[config.mk]
export PLATFORM = sky130hd
export DESIGN_NAME = tec_counter
export DESIGN_NICKNAME = d
export VERILOG_FILES = /design/src/core/tec_pkg.sv /design/src/core/tec_counter.sv
export SDC_FILE = /design/constraint.sdc
export NUM_CORES = 1
export LEC_CHECK = 0
export ABC_AREA = 1
export BUFFER_PORTS_ARGS = -buffer_cell sky130_fd_sc_hd__buf_2
export CAP_MARGIN = 20
export CORE_MARGIN = 1
export CORE_UTILIZATION = 52
export CTS_BUF_LIST = sky130_fd_sc_hd__clkbuf_8
export DETAILED_ROUTE_END_ITERATION = 7
export HOLD_SLACK_MARGIN = 0.06
export PLACE_DENSITY = 0.8
export SETUP_SLACK_MARGIN = 0.02
export SLEW_MARGIN = 0
export SYNTH_ARGS = -nofsm -noshare
export SYNTH_HDL_FRONTEND = slang
export SYNTH_SLANG_ARGS = --single-unit
[constraint.sdc]
create_clock -name i_clk -period 4.4 [get_ports i_clk]
set_clock_uncertainty 0.05 [all_clocks]
set_input_delay 0.22 -clock i_clk [delete_from_list [all_inputs] [get_ports i_clk]]
set_output_delay 0.22 -clock i_clk [all_outputs]
set_load 0.02 [all_outputs]
[src/core/tec_pkg.sv]
package tec_pkg;

  localparam logic [7:0] TEC_ADDR_VALUE   = 8'h0d;
  localparam logic [7:0] TEC_ADDR_CONTROL = 8'h0e;
  localparam logic [7:0] TEC_CTRL_RESET   = 8'h08;
  localparam logic [7:0] TEC_CTRL_WMASK   = 8'hdf;
  localparam int         TEC_BIT_PSC_LO   = 0;
  localparam int         TEC_BIT_EDGE     = 3;
  localparam int         TEC_BIT_RUN      = 4;
  localparam int         TEC_BIT_MODE_LO  = 6;
  localparam logic [7:0] TEC_COUNT_MAX    = 8'hff;

  typedef enum logic [1:0]
  {
    TEC_MODE_NONE  = 2'b00,
    TEC_MODE_EVENT = 2'b01,
    TEC_MODE_TIMER = 2'b10,
    TEC_MODE_PULSE = 2'b11
  } tec_mode_e;

  typedef enum logic [1:0]
  {
    TEC_PW_IDLE = 2'b00,
    TEC_PW_MEAS = 2'b01,
    TEC_PW_DONE = 2'b10
  } tec_pw_e;

  typedef struct packed
  {
    logic       wr;
    logic       rd;
    logic [7:0] addr;
    logic [7:0] wdata;
  } tec_bus_s;

  typedef struct packed
  {
    logic [7:0] count;
    logic [7:0] preload;
    logic [7:0] ctrl;
    logic [7:0] presc;
    logic [7:0] rdata;
    logic       flag;
    logic       tone;
    logic       wake;
    logic       pin_s1;
    logic       pin_s2;
    logic       pin_s3;
    logic       xtal_s1;
    logic       xtal_s2;
    logic       xtal_s3;
    tec_pw_e    pw;
  } tec_state_s;

endpackage

[src/core/tec_counter.sv]
// Operation
// - 8-bit up-counter, selectable count clock
// - Time base: system or crystal option
// - Tone frequency from prescaled clock and preload
// - Data at 0DH, control at 0EH
// - Write goes preload, read gives counter
// - Event mode counts pin transitions
// - Timer mode counts prescaled internal clock
// - Overflow reloads and sets request flag
// - Pulse mode: edge starts, return stops, clears run
// - Pulse mode counts prescaled internal clock
// - Edge select picks starting edge polarity
// - One measurement, then wait for run
// - Pulse mode starts on edges only
// - Pulse mode overflow reloads and flags
// - Counts only while run bit set
// - Event/timer modes never self-clear run
// - Overflow is a halt wake-up source
// - Enable bit zero suppresses interrupt service
// - Reset control to 00-0 1000
// - Warm reset leaves counter registers alone
// - Mode bits 7:6 decode
// - Prescale code 000 is /2, doubling
// - Stopped write loads counter too
// - Reading data blocks the count clock
`timescale 1ns/1ps
module tec_counter
  import tec_pkg::*;
#(
  parameter bit USE_XTAL = 1'b0
)
(
  input  wire logic       i_clk,
  input  wire logic       i_sys_rst,
  input  wire logic       i_warm_rst,
  input  wire logic       i_bus_wr,
  input  wire logic       i_bus_rd,
  input  wire logic [7:0] i_bus_addr,
  input  wire logic [7:0] i_bus_wdata,
  input  wire logic       i_flag_clr,
  input  wire logic       i_irq_enable,
  input  wire logic       i_count_pin,
  input  wire logic       i_xtal_clk,
  output logic      [7:0] o_bus_rdata,
  output logic            o_overflow_request_flag,
  output logic            o_irq,
  output logic            o_wake,
  output logic            o_divided_tone_output
);

  tec_state_s s_q;
  tec_state_s s_d;
  tec_bus_s   bus;
  tec_mode_e  mode;
  logic [2:0] psc;
  logic       run;
  logic       edge_sel;
  logic       base_tick;
  logic       int_tick;
  logic       pin_rise;
  logic       pin_fall;
  logic       start_edge;
  logic       stop_edge;
  logic       tick;
  logic       ovf;
  logic       irq_q;
  logic       wr_value;
  logic       wr_ctrl;
  logic       rd_value;

  // Prescaler tap for code: /2 at 000 up to /256 at 111
  function automatic logic presc_tap(input logic [7:0] cnt, input logic [2:0] code);
    presc_tap = cnt[code];
  endfunction

  // Strobed address match; shared by the write and read decodes
  function automatic logic addr_hit(input logic       strobe,
                                    input logic [7:0] addr,
                                    input logic [7:0] target);
    addr_hit = strobe && (addr == target);
  endfunction

  assign bus        = '{wr: i_bus_wr, rd: i_bus_rd, addr: i_bus_addr, wdata: i_bus_wdata};
  assign wr_value   = addr_hit(bus.wr, bus.addr, TEC_ADDR_VALUE);
  assign wr_ctrl    = addr_hit(bus.wr, bus.addr, TEC_ADDR_CONTROL);
  assign rd_value   = addr_hit(bus.rd, bus.addr, TEC_ADDR_VALUE);
  assign mode       = tec_mode_e'(s_q.ctrl[TEC_BIT_MODE_LO +: 2]);
  assign psc        = s_q.ctrl[TEC_BIT_PSC_LO +: 3];
  assign run        = s_q.ctrl[TEC_BIT_RUN];
  assign edge_sel   = s_q.ctrl[TEC_BIT_EDGE];
  assign pin_rise   = s_q.pin_s2 & ~s_q.pin_s3;
  assign pin_fall   = ~s_q.pin_s2 & s_q.pin_s3;
  // Edge select 1 starts on rising edge; the control table reads inverted
  assign start_edge = edge_sel ? pin_rise : pin_fall;
  assign stop_edge  = edge_sel ? pin_fall : pin_rise;
  // Crystal edge gates prescaler when that time base is built in
  assign base_tick  = USE_XTAL ? (s_q.xtal_s2 & ~s_q.xtal_s3) : 1'b1;

  always_comb
  begin
    logic [7:0] np;
    np       = s_q.presc + 8'h01;
    int_tick = base_tick && (np[psc] & ~presc_tap(s_q.presc, psc));
    case (mode)
      TEC_MODE_EVENT: tick = pin_rise | pin_fall;
      TEC_MODE_TIMER: tick = int_tick;
      TEC_MODE_PULSE: tick = int_tick && (s_q.pw == TEC_PW_MEAS);
      default:        tick = 1'b0;
    endcase
    // Reads freeze the count; one tick may be lost
    tick = tick && run && !rd_value;
    ovf  = tick && (s_q.count == TEC_COUNT_MAX);
  end

  always_comb
  begin
    s_d         = s_q;
    s_d.pin_s1  = i_count_pin;
    s_d.pin_s2  = s_q.pin_s1;
    s_d.pin_s3  = s_q.pin_s2;
    s_d.xtal_s1 = i_xtal_clk;
    s_d.xtal_s2 = s_q.xtal_s1;
    s_d.xtal_s3 = s_q.xtal_s2;
    s_d.wake    = ovf;
    if (base_tick)
    begin
      s_d.presc = s_q.presc + 8'h01;
    end
    if (tick)
    begin
      s_d.count = ovf ? s_q.preload : s_q.count + 8'h01;
    end
    if (ovf)
    begin
      s_d.tone = ~s_q.tone;
    end
    // Set wins over a simultaneous clear
    if (i_flag_clr)
    begin
      s_d.flag = 1'b0;
    end
    if (ovf)
    begin
      s_d.flag = 1'b1;
    end
    case (s_q.pw)
      TEC_PW_IDLE:
      begin
        if (mode == TEC_MODE_PULSE && run && start_edge)
        begin
          s_d.pw = TEC_PW_MEAS;
        end
      end
      TEC_PW_MEAS:
      begin
        if (mode != TEC_MODE_PULSE)
        begin
          s_d.pw = TEC_PW_IDLE;
        end
        else if (stop_edge)
        begin
          s_d.pw = TEC_PW_DONE;
          s_d.ctrl[TEC_BIT_RUN] = 1'b0;
        end
      end
      TEC_PW_DONE:
      begin
        if (run)
        begin
          s_d.pw = TEC_PW_IDLE;
        end
      end
      default: s_d.pw = TEC_PW_IDLE;
    endcase
    if (wr_value)
    begin
      s_d.preload = bus.wdata;
      if (!run)
      begin
        s_d.count = bus.wdata;
      end
    end
    if (wr_ctrl)
    begin
      s_d.ctrl = bus.wdata & TEC_CTRL_WMASK;
    end
    case (bus.addr)
      TEC_ADDR_VALUE:   s_d.rdata = s_q.count;
      TEC_ADDR_CONTROL: s_d.rdata = s_q.ctrl;
      default:          s_d.rdata = 8'h00;
    endcase
  end

  always_ff @(posedge i_clk)
  begin
    if (i_sys_rst)
    begin
      // Counter data is undefined on the pins; zero keeps runs clean
      s_q.count   <= 8'h00;
      s_q.preload <= 8'h00;
      s_q.ctrl    <= TEC_CTRL_RESET;
      s_q.presc   <= 8'h00;
      s_q.rdata   <= 8'h00;
      s_q.flag    <= 1'b0;
      s_q.tone    <= 1'b0;
      s_q.wake    <= 1'b0;
      // Idle pin level is low, so no false edge after reset
      s_q.pin_s1  <= 1'b0;
      s_q.pin_s2  <= 1'b0;
      s_q.pin_s3  <= 1'b0;
      s_q.xtal_s1 <= 1'b0;
      s_q.xtal_s2 <= 1'b0;
      s_q.xtal_s3 <= 1'b0;
      s_q.pw      <= TEC_PW_IDLE;
      irq_q       <= 1'b0;
    end
    else if (!i_warm_rst)
    begin
      s_q   <= s_d;
      irq_q <= s_d.flag & i_irq_enable;
    end
    // Warm reset holds all state as it was
    else
    begin
      s_q <= s_q;
    end
  end

  assign o_bus_rdata             = s_q.rdata;
  assign o_overflow_request_flag = s_q.flag;
  assign o_irq                   = irq_q;
  assign o_wake                  = s_q.wake;
  assign o_divided_tone_output   = s_q.tone;

  a_ovf_sets_flag: assert property (@(posedge i_clk) disable iff (i_sys_rst)
    (ovf && !i_warm_rst) |=> s_q.flag)
    else $error("overflow did not set flag");
  a_ovf_reload: assert property (@(posedge i_clk) disable iff (i_sys_rst)
    (ovf && !i_warm_rst && !bus.wr) |=> s_q.count == $past(s_q.preload))
    else $error("overflow did not reload");
  a_no_run_hold: assert property (@(posedge i_clk) disable iff (i_sys_rst)
    (!run && !bus.wr) |=> $stable(s_q.count))
    else $error("count moved while stopped");
  a_tone_toggle: assert property (@(posedge i_clk) disable iff (i_sys_rst)
    (ovf && !i_warm_rst) |=> s_q.tone != $past(s_q.tone))
    else $error("tone did not toggle");
  a_run_kept: assert property (@(posedge i_clk) disable iff (i_sys_rst)
    (run && mode != TEC_MODE_PULSE && !bus.wr) |=> run)
    else $error("run cleared by itself");
  a_pw_stop: assert property (@(posedge i_clk) disable iff (i_sys_rst)
    (s_q.pw == TEC_PW_MEAS && mode == TEC_MODE_PULSE && stop_edge && !i_warm_rst
     && !bus.wr) |=> !run && s_q.pw == TEC_PW_DONE)
    else $error("pulse stop failed");
  a_read_block: assert property (@(posedge i_clk) disable iff (i_sys_rst)
    (bus.rd && bus.addr == TEC_ADDR_VALUE && !bus.wr) |=> $stable(s_q.count))
    else $error("count moved during read");
  a_irq_gate: assert property (@(posedge i_clk) disable iff (i_sys_rst)
    !i_irq_enable |=> !o_irq || $past(i_warm_rst))
    else $error("irq while disabled");
  a_stop_write: assert property (@(posedge i_clk) disable iff (i_sys_rst)
    (!run && bus.wr && bus.addr == TEC_ADDR_VALUE && !i_warm_rst)
    |=> s_q.count == $past(bus.wdata) && s_q.preload == $past(bus.wdata))
    else $error("stopped write missed counter");
  a_wake_on_ovf: assert property (@(posedge i_clk) disable iff (i_sys_rst)
    (ovf && !i_warm_rst) |=> o_wake)
    else $error("overflow did not wake");
  a_wake_only_ovf: assert property (@(posedge i_clk) disable iff (i_sys_rst)
    (!ovf && !i_warm_rst) |=> !o_wake)
    else $error("wake without overflow");
  a_warm_hold: assert property (@(posedge i_clk) disable iff (i_sys_rst)
    i_warm_rst |=> $stable(s_q))
    else $error("state moved in warm reset");
  a_ctrl_reset: assert property (@(posedge i_clk)
    i_sys_rst |=> s_q.ctrl == TEC_CTRL_RESET)
    else $error("control not reset");
  a_flag_sticky: assert property (@(posedge i_clk) disable iff (i_sys_rst)
    (s_q.flag && !i_flag_clr) |=> s_q.flag)
    else $error("flag cleared by itself");
  a_event_step: assert property (@(posedge i_clk) disable iff (i_sys_rst)
    (mode == TEC_MODE_EVENT && tick && !ovf && !bus.wr && !i_warm_rst)
    |=> s_q.count == $past(s_q.count) + 8'h01)
    else $error("event did not count");
  a_timer_step: assert property (@(posedge i_clk) disable iff (i_sys_rst)
    (mode == TEC_MODE_TIMER && tick && !ovf && !bus.wr && !i_warm_rst)
    |=> s_q.count == $past(s_q.count) + 8'h01)
    else $error("timer did not count");
  a_mode_idle: assert property (@(posedge i_clk) disable iff (i_sys_rst)
    (mode == TEC_MODE_NONE && !bus.wr) |=> $stable(s_q.count))
    else $error("unused mode counted");
  a_pw_start: assert property (@(posedge i_clk) disable iff (i_sys_rst)
    (s_q.pw == TEC_PW_IDLE && mode == TEC_MODE_PULSE && run && start_edge
     && !i_warm_rst) |=> s_q.pw == TEC_PW_MEAS)
    else $error("pulse start missed");
  a_pw_done_hold: assert property (@(posedge i_clk) disable iff (i_sys_rst)
    (s_q.pw == TEC_PW_DONE && !run && !bus.wr) |=> s_q.pw == TEC_PW_DONE)
    else $error("measurement restarted alone");
  a_irq_follow: assert property (@(posedge i_clk) disable iff (i_sys_rst)
    (s_d.flag && i_irq_enable && !i_warm_rst) |=> o_irq)
    else $error("irq missing");
  a_rdata_unmap: assert property (@(posedge i_clk) disable iff (i_sys_rst)
    (!i_warm_rst && bus.addr != TEC_ADDR_VALUE && bus.addr != TEC_ADDR_CONTROL)
    |=> o_bus_rdata == 8'h00)
    else $error("unmapped read not zero");
  a_run_write: assert property (@(posedge i_clk) disable iff (i_sys_rst)
    (run && wr_value && !tick && !i_warm_rst) |=> $stable(s_q.count))
    else $error("running write hit counter");
  a_bit5_zero: assert property (@(posedge i_clk) disable iff (i_sys_rst)
    !s_q.ctrl[5])
    else $error("unused control bit set");

  c_overflow:  cover property (@(posedge i_clk) ovf);
  c_pw_done:   cover property (@(posedge i_clk) s_q.pw == TEC_PW_DONE);
  c_event_ovf: cover property (@(posedge i_clk) ovf && mode == TEC_MODE_EVENT);
  c_warm_hold: cover property (@(posedge i_clk) i_warm_rst && run);
  c_timer_ovf: cover property (@(posedge i_clk) ovf && mode == TEC_MODE_TIMER);

endmodule

Yosys cells after proc, flatten, opt, wreduce, memory -nomap -nowiden --
Index checks and enable logic that the tools add are counted.
Storage, ports and cells: register bits 48, input port bits 25, logic and storage cells 81
Cells by class: $add $sub $neg 2, order comparisons 1, equality and inequality tests 13, mux-type cells 23, bitwise logic cells 10, reductions and logical operators 18
Operator list (number):
- two-way mux 8 bit | 3
- adder 8 x 1 -> 8 bit, second input constant | 2
- == test 8 x 4 -> 1 bit, second input constant | 2
- two-way mux 16 bit | 1
- case mux 8 bit (2 select lines) | 1
- logical AND 1 bit | 9
- two-way mux 1 bit | 9
- == test 8 bit, second input constant | 1
- two-way mux 2 bit | 4
- inequality test 2 bit, second input constant | 4
- AND reduction 4 bit | 2
- binary-select mux 1 bit (select 3 bit) | 2
- == test 2 bit, second input constant | 3
- case mux 2 bit (3 select lines) | 1
- AND reduction 2 bit | 3
- two-way mux 5 bit | 1
- NOT 1 bit | 5
- AND 1 bit | 4
- == test 2 x 1 -> 1 bit, second input constant | 2
- less-than comparator 3 x 4 -> 1 bit, second input constant | 1
- nonzero test 2 bit | 2
- inequality test 3 x 2 -> 1 bit, second input constant | 1
- case mux 1 bit (3 select lines) | 1
- logical NOT 2 bit | 1
- other kinds (2) | 2

Longest topological paths before layout --
Gate-level depths: netlist (run 1).
depth in word-level cells 13, depth in mapped cells 15, depth with buffers taken out 14

Worst setup path before layout (run 1) --
OpenSTA, ideal clock, no wires.
kind register to register, start register s_q[43] (netlist name), end register s_q[48] (netlist name), setup time 0.130 ns, data arrival time 1.496 ns, path slack 2.725 ns, cell stages (with the launch flop) 16, cell sequence dfxtp_1 ha_1 nand2_2 inv_2 nand2_1 nor2_2 nand2_2 nor2_4 buf_6 nand2_1 o21ai_1 inv_1 nand3_1 nand3_1 nand2_1 a21oi_1
Between the ends: cells in the longest elaborated chain, start to end 6
Ends and longest elaborated chain:
- from (decl) | RTL line tec_counter.sv:51 | tec_state_s s_q;
- from (signal assigned) | RTL line tec_counter.sv:225 | s_q <= s_q;
- branches (longest 2 deep; another with adder 8 x 1 -> 8 bit)
- two-way mux 8 bit * | RTL line tec_counter.sv:131 | s_d.count = ovf ? s_q.preload : s_q.count + 8'h01;
- two-way mux 8 bit * | RTL line tec_counter.sv:129 | if (tick)
- two-way mux 8 bit | RTL line tec_counter.sv:178 | if (!run)
- two-way mux 16 bit * | RTL line tec_counter.sv:175 | if (wr_value)
Every way passes the cells marked *. A chain may end at the register's enable or synchronous reset.

Worst setup path after layout (run 1) --
start register s_q[44] (netlist name), end register s_q[44] (netlist name)
Between the ends: cells in the longest elaborated chain, start to end 6
Ends and longest elaborated chain (RTL line):
- branches (longest 3 deep; another with adder 8 x 1 -> 8 bit)
- two-way mux 8 bit * | tec_counter.sv:129
- two-way mux 8 bit | tec_counter.sv:178
- two-way mux 16 bit * | tec_counter.sv:175
Marks and branches as above.

==> results.cfg, run 1 <==
[synth]
syn-instance-count = 380
synth_cell_types = 39
ys_warn_count = 0
synth_area_um2 = 2654
ys.flop_type = dfxtp_1
syn_area_per_cell_um2 = 6.984
ys_ff_latch = 48
synth_nets = 409
synth_edf_count = 0
async_flop_share_pct = 0
seq_area_frac_synth_pct = 36.21

[detailed_routing]
via_per_inst = 5.501
drc = 0
wl_per_cell_um = 13.17
routed-via-count = 2580
first_iter_violations = 252
ant_nets = 0
drtPass1Iterations = 5
drt-total-wl_um = 6178

[global_route]
grt-ovfl-total = 0
track_usage_pct = 24.43
grt_max_degree = 36
grt_pass1_vias = 2179
grt_pass1_wl_um = 10070
grt_antenna_before_repair = 0

[final_layout]
layoutNonFillerInstCount = 469
multi_input_area_um2 = 1383
regArea_um2 = 960.9
fin_util_pct = 60.68
fill_cells = 455
diodes = 0
layout-drive-gt1-share_pct = 17.66
syn2layout_area_growth_pct = 10.14
layout.nets = 431
final_cell_area_um2 = 2923

[pwr]
finalPower_mw = 0.9208
cellPowerDensity_nw_per_um2 = 315.0
ir_drop_mv = 0.1520
leakage_nw = 1.239

[critical_path]
critPathArrivalTime_ns = 2.28
critical_path_class = flop to flop
r2r_setup_slack_ns = 2.32
worst-path-max-fanout = 11
worstPathRequired_ns = 4.60
start_kind = flop
cp-end-kind = flop

[timing]
setup_viol_count_final = 0
hold_viol = 0
slew_headroom_pct = 37.44
finalMaxSlewViolations = 0
max_clock_freq_mhz = 480.4
rsz0062_at_grt = no
timing.final.crit_share_pct = 47.31
setup_ws_ns = 2.319
tightest_slew_ns = 0.9373
setup-tns-final_ns = 0
min_period_ns = 2.081
hold_ws_ns = 0.09620

[place]
dpl.cell_count = 462
port_buffers = 35
gp_congestion = 0.8734
placed_area_um2 = 2794
place_ws_ns = 2.246
hpwl_um = 4338

[clock_tree]
cts_buffer_depth = 2
h-tree-depth = 2
cts_setup_buffers = 0
cts_tree = yes
cts_root_buf = clkbuf_8
cts_made_buffers = 5
ctsHoldBuffers = 0
numClockSinks = 48
clkLatencyLatePin_ns = 0.31
cts-resized-gates = 0
clk_pin_slew_ns = 0.09

[floorplanning]
design.core.area_um2 = 4817
rows = 25
die_y_um = 73.44
die_w_um = 73.44
initial_core_util_pct = 55.09
die_area_um2 = 5393
io_pins = 37

[hold_path]
min_path_type = input port to flop

[job]
cap_violations = 0

[outcome]
outcome = finished, final reports clean
layout by cell type, fill, tap and decap left out, drive strengths merged, types with 6 or more instances in the layout:
cell type   n
a21oi      40
buf        36
dfxtp      48
inv        48
nand2      75
nand3      28
nor2       35
nor3        7
o21ai      43
o221ai      6
or2         7
registers in the layout, indices dropped and copies added, names as in the netlist:
name	cells
s_d	2
o_wake	1
o_divided_tone_output	1
o_overflow_request_flag	1
o_irq	1
edge_sel	1
o_bus_rdata	8
psc	3
mode	2
run	1
s_q	27
synth_stat cells, types with 3 or more instances:
master,number,share of area (%)
a21oi_1,39,7.4
buf_4,8,2.3
clkbuf_1,9,1.3
dfxtp_1,48,36
ha_1,4,1.9
inv_1,43,6.1
inv_2,5,0.71
nand2_1,66,9.3
nand2_2,7,1.7
nand3_1,28,5.3
nor2_1,31,4.4
nor3_1,5,0.94
o21ai_0,38,7.2
o21ai_1,4,0.75
o221ai_1,6,2.0
or2_0,4,0.94
or2_2,3,0.71
xor2_1,5,1.7
area by class of cell:
type | instances | share of cell area, %
Timing Repair Buffer | 36 | 6.250
Tap cell | 67 | 2.868
Clock inverter | 2 | 2.055
Clock buffer | 5 | 2.354
Inverter | 49 | 6.293
Multi-Input combinational cell | 262 | 47.30
Sequential cell | 48 | 32.88
report_power, final:
part / switching (mW) / internal [mW]
logic: 0.0574 / 0.0331
registers: 0.0115 / 0.446
clock network: 0.149 / 0.224
final timing paths:
kind	from	to	cells past startpoint
worst max register to register	s_q[44]	s_q[44]	13
worst max-delay path	s_q[44]	s_q[44]	13
worst min-delay path	i_count_pin	s_d[6]	3
worst min register to register	s_q[38]	s_q[38]	2
worst max-delay path, cell delays in order, from the launching register on:
cell     delay (ns)
dfxtp_1        0.43
ha_1           0.23
nand2_2        0.08
inv_2          0.07
nand2_1        0.05
nor2_2         0.12
nand2_2        0.09
nor2_4         0.27
inv_1          0.14
o21ai_1        0.14
nand3_1        0.09
nand3_1        0.09
nand2_1        0.06
a21oi_1        0.10
routing by layer:
metal  share of wire [%]  up-vias  track usage, %  wire length, um
met2                  48       94           40.37             2939
met3                 5.8        9           3.429              358
met5                   0        -               0                0
met1                  45     1193           32.51             2809
met4                 1.1        0           8.547               71
li1                    -     1284               -                -
cells by family (layout without fill, tap and decap cells):
family	Yosys count	count (layout)	synth area share, %
XOR/XNOR	5	5	1.650
AO/OA/AOI/OAI	94	94	19.38
AND/OR/NAND/NOR	159	159	29.18
flip-flops	48	48	36.21
adder cells (fa/ha/maj)	4	4	1.886
buffers and inverters	70	92	11.69
(Power assumes the default switching activity.)
==> inputs of run 2 (changes only) <==
==> constraint.sdc (replaced) <==
create_clock -name i_clk -period 2.15 [get_ports i_clk]
set_clock_uncertainty 0.05 [all_clocks]
set_input_delay 0.1075 -clock i_clk [delete_from_list [all_inputs] [get_ports i_clk]]
set_output_delay 0.1075 -clock i_clk [all_outputs]
set_load 0.02 [all_outputs]
==> run 2 against run 1 <==
Clock power grew 81%. Setup slack got worse by 2.1 ns. Largest power group unchanged. Worst hold slack got worse by 0.027 ns. Largest cell class unchanged. First-iteration DRC count decreased by 12%. Die area unchanged.
==> results.cfg, run 2 (same netlist as run 1, synthesis figures left out) <==
[outcome]
outcome = finished, final reports clean

[pwr]
power_switching_mw = 0.4647
ir_drop_mv = 0.3406
power_frac_clock_pct = 37.3
leakage_nw = 1.291
power.internal_mw = 1.344
swShare_pct = 25.70
cellPowerDensity_nw_per_um2 = 595.0
seq_power_share_pct = 51.8
comb_power_share_pct = 10.9

[timing]
hold_ws_ns = 0.06901
min_period_ns = 1.926
slew_headroom_pct = 59.28
max_clock_freq_mhz = 519.3
finalMaxSlewViolations = 0
setup-tns-final_ns = 0
rsz0062_at_grt = no
tightest_slew_ns = 0.6032
setup_viol_count_final = 0
setup_ws_ns = 0.2242
timing.final.crit_share_pct = 89.57
hold_viol = 0

[hold_path]
hp-start = i_bus_wdata[5]
min_path_type = input port to flop

[detailed_routing]
routed-via-count = 2579
drc = 0
drt-total-wl_um = 6077
wl_per_cell_um = 12.58
first_iter_violations = 222
via_per_inst = 5.340
drtPass1Iterations = 4
ant_nets = 0

[clock_tree]
clkLatencyLatePin_ns = 0.31
cts_tree = yes
cts_made_buffers = 5
numClockSinks = 48
clk_pin_slew_ns = 0.09
h-tree-depth = 2
cts_root_buf = clkbuf_8
cts_buffer_depth = 2

[final_layout]
syn2layout_area_growth_pct = 14.52
largest-register = s_q
largest_reg_flops = 27
layout.nets = 444
mostFrequentLayoutCell = nand2_1
diodes = 0
fin_util_pct = 63.09
layout_common_cells = nand2_1, dfxtp_1, inv_1, a21oi_1, o21ai_0
layout-drive-gt1-share_pct = 18.51

[floorplanning]
design.core.area_um2 = 4817
initial_core_util_pct = 55.09
rows = 25
die_w_um = 73.44
die_y_um = 73.44
io_pins = 37
die_area_um2 = 5393

[global_route]
grt_pass1_wl_um = 9949
grt_max_degree = 21
grt_pass1_vias = 2171
grt-ovfl-total = 0
track_usage_pct = 23.86
grt_antenna_before_repair = 0

[place]
place_ws_ns = 0.1883
port_buffers = 35
gp_congestion = 0.9481
hpwl_um = 4413

[critical_path]
cp-end-kind = flop
r2r-start = s_q[43]
r2r_setup_slack_ns = 0.22
crit_start = s_q[43]
r2r_end = s_q[47]
critical_path_class = flop to flop
endpoint = s_q[47]
worstPathRequired_ns = 2.31
worst-r2r-cell-count = 15
critPathArrivalTime_ns = 2.08
worst-path-max-fanout = 8
start_kind = flop

[job]
cap_violations = 0
run 2: cell types whose count changed in the layout (fill, tap and decap cells not counted), sizes merged:
| cell | delta |
|---|---|
| buf | +5 |
| bufinv | -1 |
| clkinvlp | +1 |
| dlygate4sd3 | +8 |
| inv | +1 |
run 2: final cells by class:
type | instances | area (um^2)
clock buffer | 5 | 68.82
timing repair buffer | 49 | 312.8
inverter | 49 | 183.9
tap | 67 | 83.83
multi-input combinational | 262 | 1383
fill | 450 | 1778
sequential | 48 | 960.9
clock inverter | 3 | 46.29
run 2: worst min path at each step:
stage | end | slack [ns] | cells after the start
floorplan | s_q[25] | 0.14 | 1
global placement | s_d[6] | 0.30 | 3
detailed placement | o_irq | 0.31 | 3
CTS | s_q[40] | 0.07 | 3
global route | s_q[40] | 0.11 | 3
finish | s_q[40] | 0.07 | 3
run 2: worst max-delay path: stages (launching register included):
cell and delay (ns):
dfxtp_1 0.42, ha_1 0.22, nand2_2 0.08, inv_2 0.06, nand2_1 0.05, nor2_2 0.12
nand2_2 0.08, nor2_4 0.17, buf_12 0.14, nand2_1 0.05, o21ai_1 0.06, inv_1 0.05
nand3_1 0.07, nand3_1 0.07, nand2_1 0.06, a21oi_1 0.05
run 2: per-stage QoR:
stage / instances / cell area (um^2) / power (mW)
after floorplan: 380 / 2654 / 1.085
after global placement: 465 / 2816 / 1.137
after detailed placement: 465 / 2816 / 1.141
after CTS: 481 / 3012 / 1.827
after global routing: 483 / 3039 / 1.885
final: 483 / 3039 / 1.808
run 2: metal layers:
metal / track usage [%] / wire length [um] / up-vias
met5: 0 / 0 / -
met4: 9.829 / 93 / 0
met3: 3.018 / 348 / 8
met2: 38.94 / 2747 / 78
met1: 31.75 / 2888 / 1174
li1: - / - / 1319
run 2: timing repair:
item / 4_1_cts / 5_1_grt
resized for setup: 0 / 0
hold buffers: 8 / 0
hold endpoints to repair: 10 / 0
buffers inserted: 0 / 2
endpoints found under the setup margin: 0 / 4
run 2: power by group through the flow:
stage                     sequential [mW]  clock, mW  combinational (mW)
after global routing                0.940      0.722               0.223
final                               0.936      0.675               0.197
after global placement              0.955          0               0.181
after CTS                           0.936      0.694               0.197
after floorplan                     0.950          0               0.134
after detailed placement            0.957          0               0.185
==> inputs of run 3 (changes only) <==
--- a/config.mk
+++ b/config.mk
@@ -13,7 +13,7 @@
 export CTS_BUF_LIST = sky130_fd_sc_hd__clkbuf_8
 export DETAILED_ROUTE_END_ITERATION = 7
 export HOLD_SLACK_MARGIN = 0.06
-export PLACE_DENSITY = 0.8
+export PLACE_DENSITY = 0.84
 export SETUP_SLACK_MARGIN = 0.02
 export SLEW_MARGIN = 0
 export SYNTH_ARGS = -nofsm -noshare
==> run 3 against run 2 <==
Flip-flop and latch count unchanged. Clock-buffer cell count unchanged. Global-route usage up 2.3 points. Cell area down 0.99%. Combinational power up 4%. Maximum frequency down 5.0%. Critical path type unchanged. Critical endpoint unchanged. Highest routed layer unchanged.
==> results.cfg, run 3 (same netlist as run 1, synthesis figures left out) <==
[detailed_routing]
wl_met2_um = 3165
wl_met3_um = 409
via_per_inst = 5.558
drt-total-wl_um = 6571
routed-via-count = 2679
drt-met1-wl_um = 2873
first_iter_violations = 234
wl_per_cell_um = 13.63
drc = 0
top_layer = met4
ant_nets = 0
drtPass1Iterations = 6

[hold_path]
min_path_type = input port to flop

[global_route]
grt_pass1_wl_um = 10870
grt_pass1_vias = 2369
track_usage_pct = 26.13
grt-ovfl-total = 0
grt_antenna_before_repair = 0
grt_max_degree = 31

[pwr]
leakage_nw = 1.276
finalPower_mw = 1.679
cellPowerDensity_nw_per_um2 = 558.1
ir_drop_mv = 0.2753

[place]
placed_area_um2 = 2809
gp_congestion = 0.9615
place_ws_ns = 0.1753
hpwl_um = 4453
dpl.cell_count = 464
port_buffers = 35

[final_layout]
diodes = 0
largest_reg_flops = 27
final_cell_area_um2 = 3009
layout_common_cells = nand2_1, dfxtp_1, inv_1, a21oi_1, o21ai_0
largest-register = s_q
mostFrequentLayoutCell = nand2_1
syn2layout_area_growth_pct = 13.39
layout-drive-gt1-share_pct = 18.31
layout.nets = 444
fill_cells = 447
layoutNonFillerInstCount = 482

[floorplanning]
design.core.area_um2 = 4817
rows = 25
die_area_um2 = 5393
initial_core_util_pct = 55.09
die_y_um = 73.44
io_pins = 37
die_w_um = 73.44

[timing]
slew_headroom_pct = 59.67
setup_viol_count_final = 0
timing.final.crit_share_pct = 94.31
finalMaxSlewViolations = 0
hold_viol = 0
max_clock_freq_mhz = 493.2
tightest_slew_ns = 0.5973
min_period_ns = 2.028
setup_ws_ns = 0.1224

[clock_tree]
cts_made_buffers = 5
cts_buffer_depth = 2
numClockSinks = 48
h-tree-depth = 2
cts_root_buf = clkbuf_8
clk_pin_slew_ns = 0.09
clkLatencyLatePin_ns = 0.31
cts_tree = yes

[critical_path]
start_kind = flop
crit_chain = ha_1, nand2_2, inv_2, nand2_1, nor2_2, nand2_2, nor2_4, buf_12, nand2_1, o21ai_1, inv_1, nand3_1, nand3_1, nand2_1, a21oi_1
worstPathRequired_ns = 2.31
critPathArrivalTime_ns = 2.19
cp-end-kind = flop
worst-path-max-fanout = 8
crit_path_frequent_cell = nand2_1
cpPeakStageDelay_ns = 0.45
crit_slowest_cell = dfxtp_1
critical_path_class = flop to flop

[job]
cap_violations = 0

[outcome]
outcome = finished, final reports clean
==> run 3: cell types whose count changed in the layout (fill, tap and decap cells not counted) <==
| cell | delta |
|---|---|
| bufinv_16 | -1 |
| inv_6 | -1 |
| dfxtp_2 | +1 |
| buf_4 | -1 |
| dlygate4sd3_1 | +1 |
| dfxtp_1 | -1 |
| clkinv_2 | +1 |
==> run 3: cell type report <==
cell class / count / area (um^2) / area share, %
Timing Repair Buffer: 49 / 315.3 / 10.48
Sequential cell: 48 / 962.2 / 31.98
Clock inverter: 2 / 12.51 / 0.4158
Multi-Input combinational cell: 262 / 1383 / 45.95
Clock buffer: 5 / 68.82 / 2.287
Tap cell: 67 / 83.83 / 2.786
Inverter: 49 / 183.9 / 6.112
==> run 3: worst max-delay path: cells and delay by family, from the launching register on <==
family | cells | cell delay, ns
AND/OR/NAND/NOR | 9 | 0.79
buffers and inverters | 3 | 0.25
flip-flops | 1 | 0.45
AO/OA/AOI/OAI | 2 | 0.12
adder cells (fa/ha/maj) | 1 | 0.25
==> run 3: repair_timing <==
action / in CTS / in global routing
endpoints found under the setup margin: 0 / 6
hold buffers: 9 / 0
endpoints found under the hold margin: 12 / 0
gates resized for setup: 0 / 1
setup buffers: 0 / 2
==> run 3: path summary, 6_finish.rpt <==
| check | slack (ns) | endpoint | startpoint | cells after the start |
|---|---|---|---|---|
| worst max-delay path | 0.12 | s_q[47] | s_q[43] | 15 |
| worst min-delay path | 0.09 | psc[1] | i_bus_wdata[1] | 3 |
| worst max register to register | 0.12 | s_q[47] | s_q[43] | 15 |
| worst min register to register | 0.41 | s_q[42] | s_q[42] | 2 |
==> run 3: report_power, final <==
group	total, mW	internal [mW]	switching [mW]	leakage [nW]
Sequential	0.937	0.913	0.0238	0.391
Combinational	0.205	0.0809	0.125	0.845
Clock	0.537	0.221	0.316	0.0400
==> run 3: stage by stage <==
stage	hold slack [ns]	util [%]	TNS, ns
after detailed placement	0.3052	58.31	0
after global placement	0.2936	58.31	0
after CTS	0.09648	61.87	0
final	0.08909	62.47	0
after global routing	0.1140	62.47	-0.009565
after floorplan	0.1360	-	0
==> run 3: metal layers <==
metal | track usage (%) | vias to the layer above
met3 | 4.115 | 11
met5 | 0 | -
met2 | 42.81 | 104
li1 | - | 1314
met4 | 9.615 | 0
met1 | 34.61 | 1250
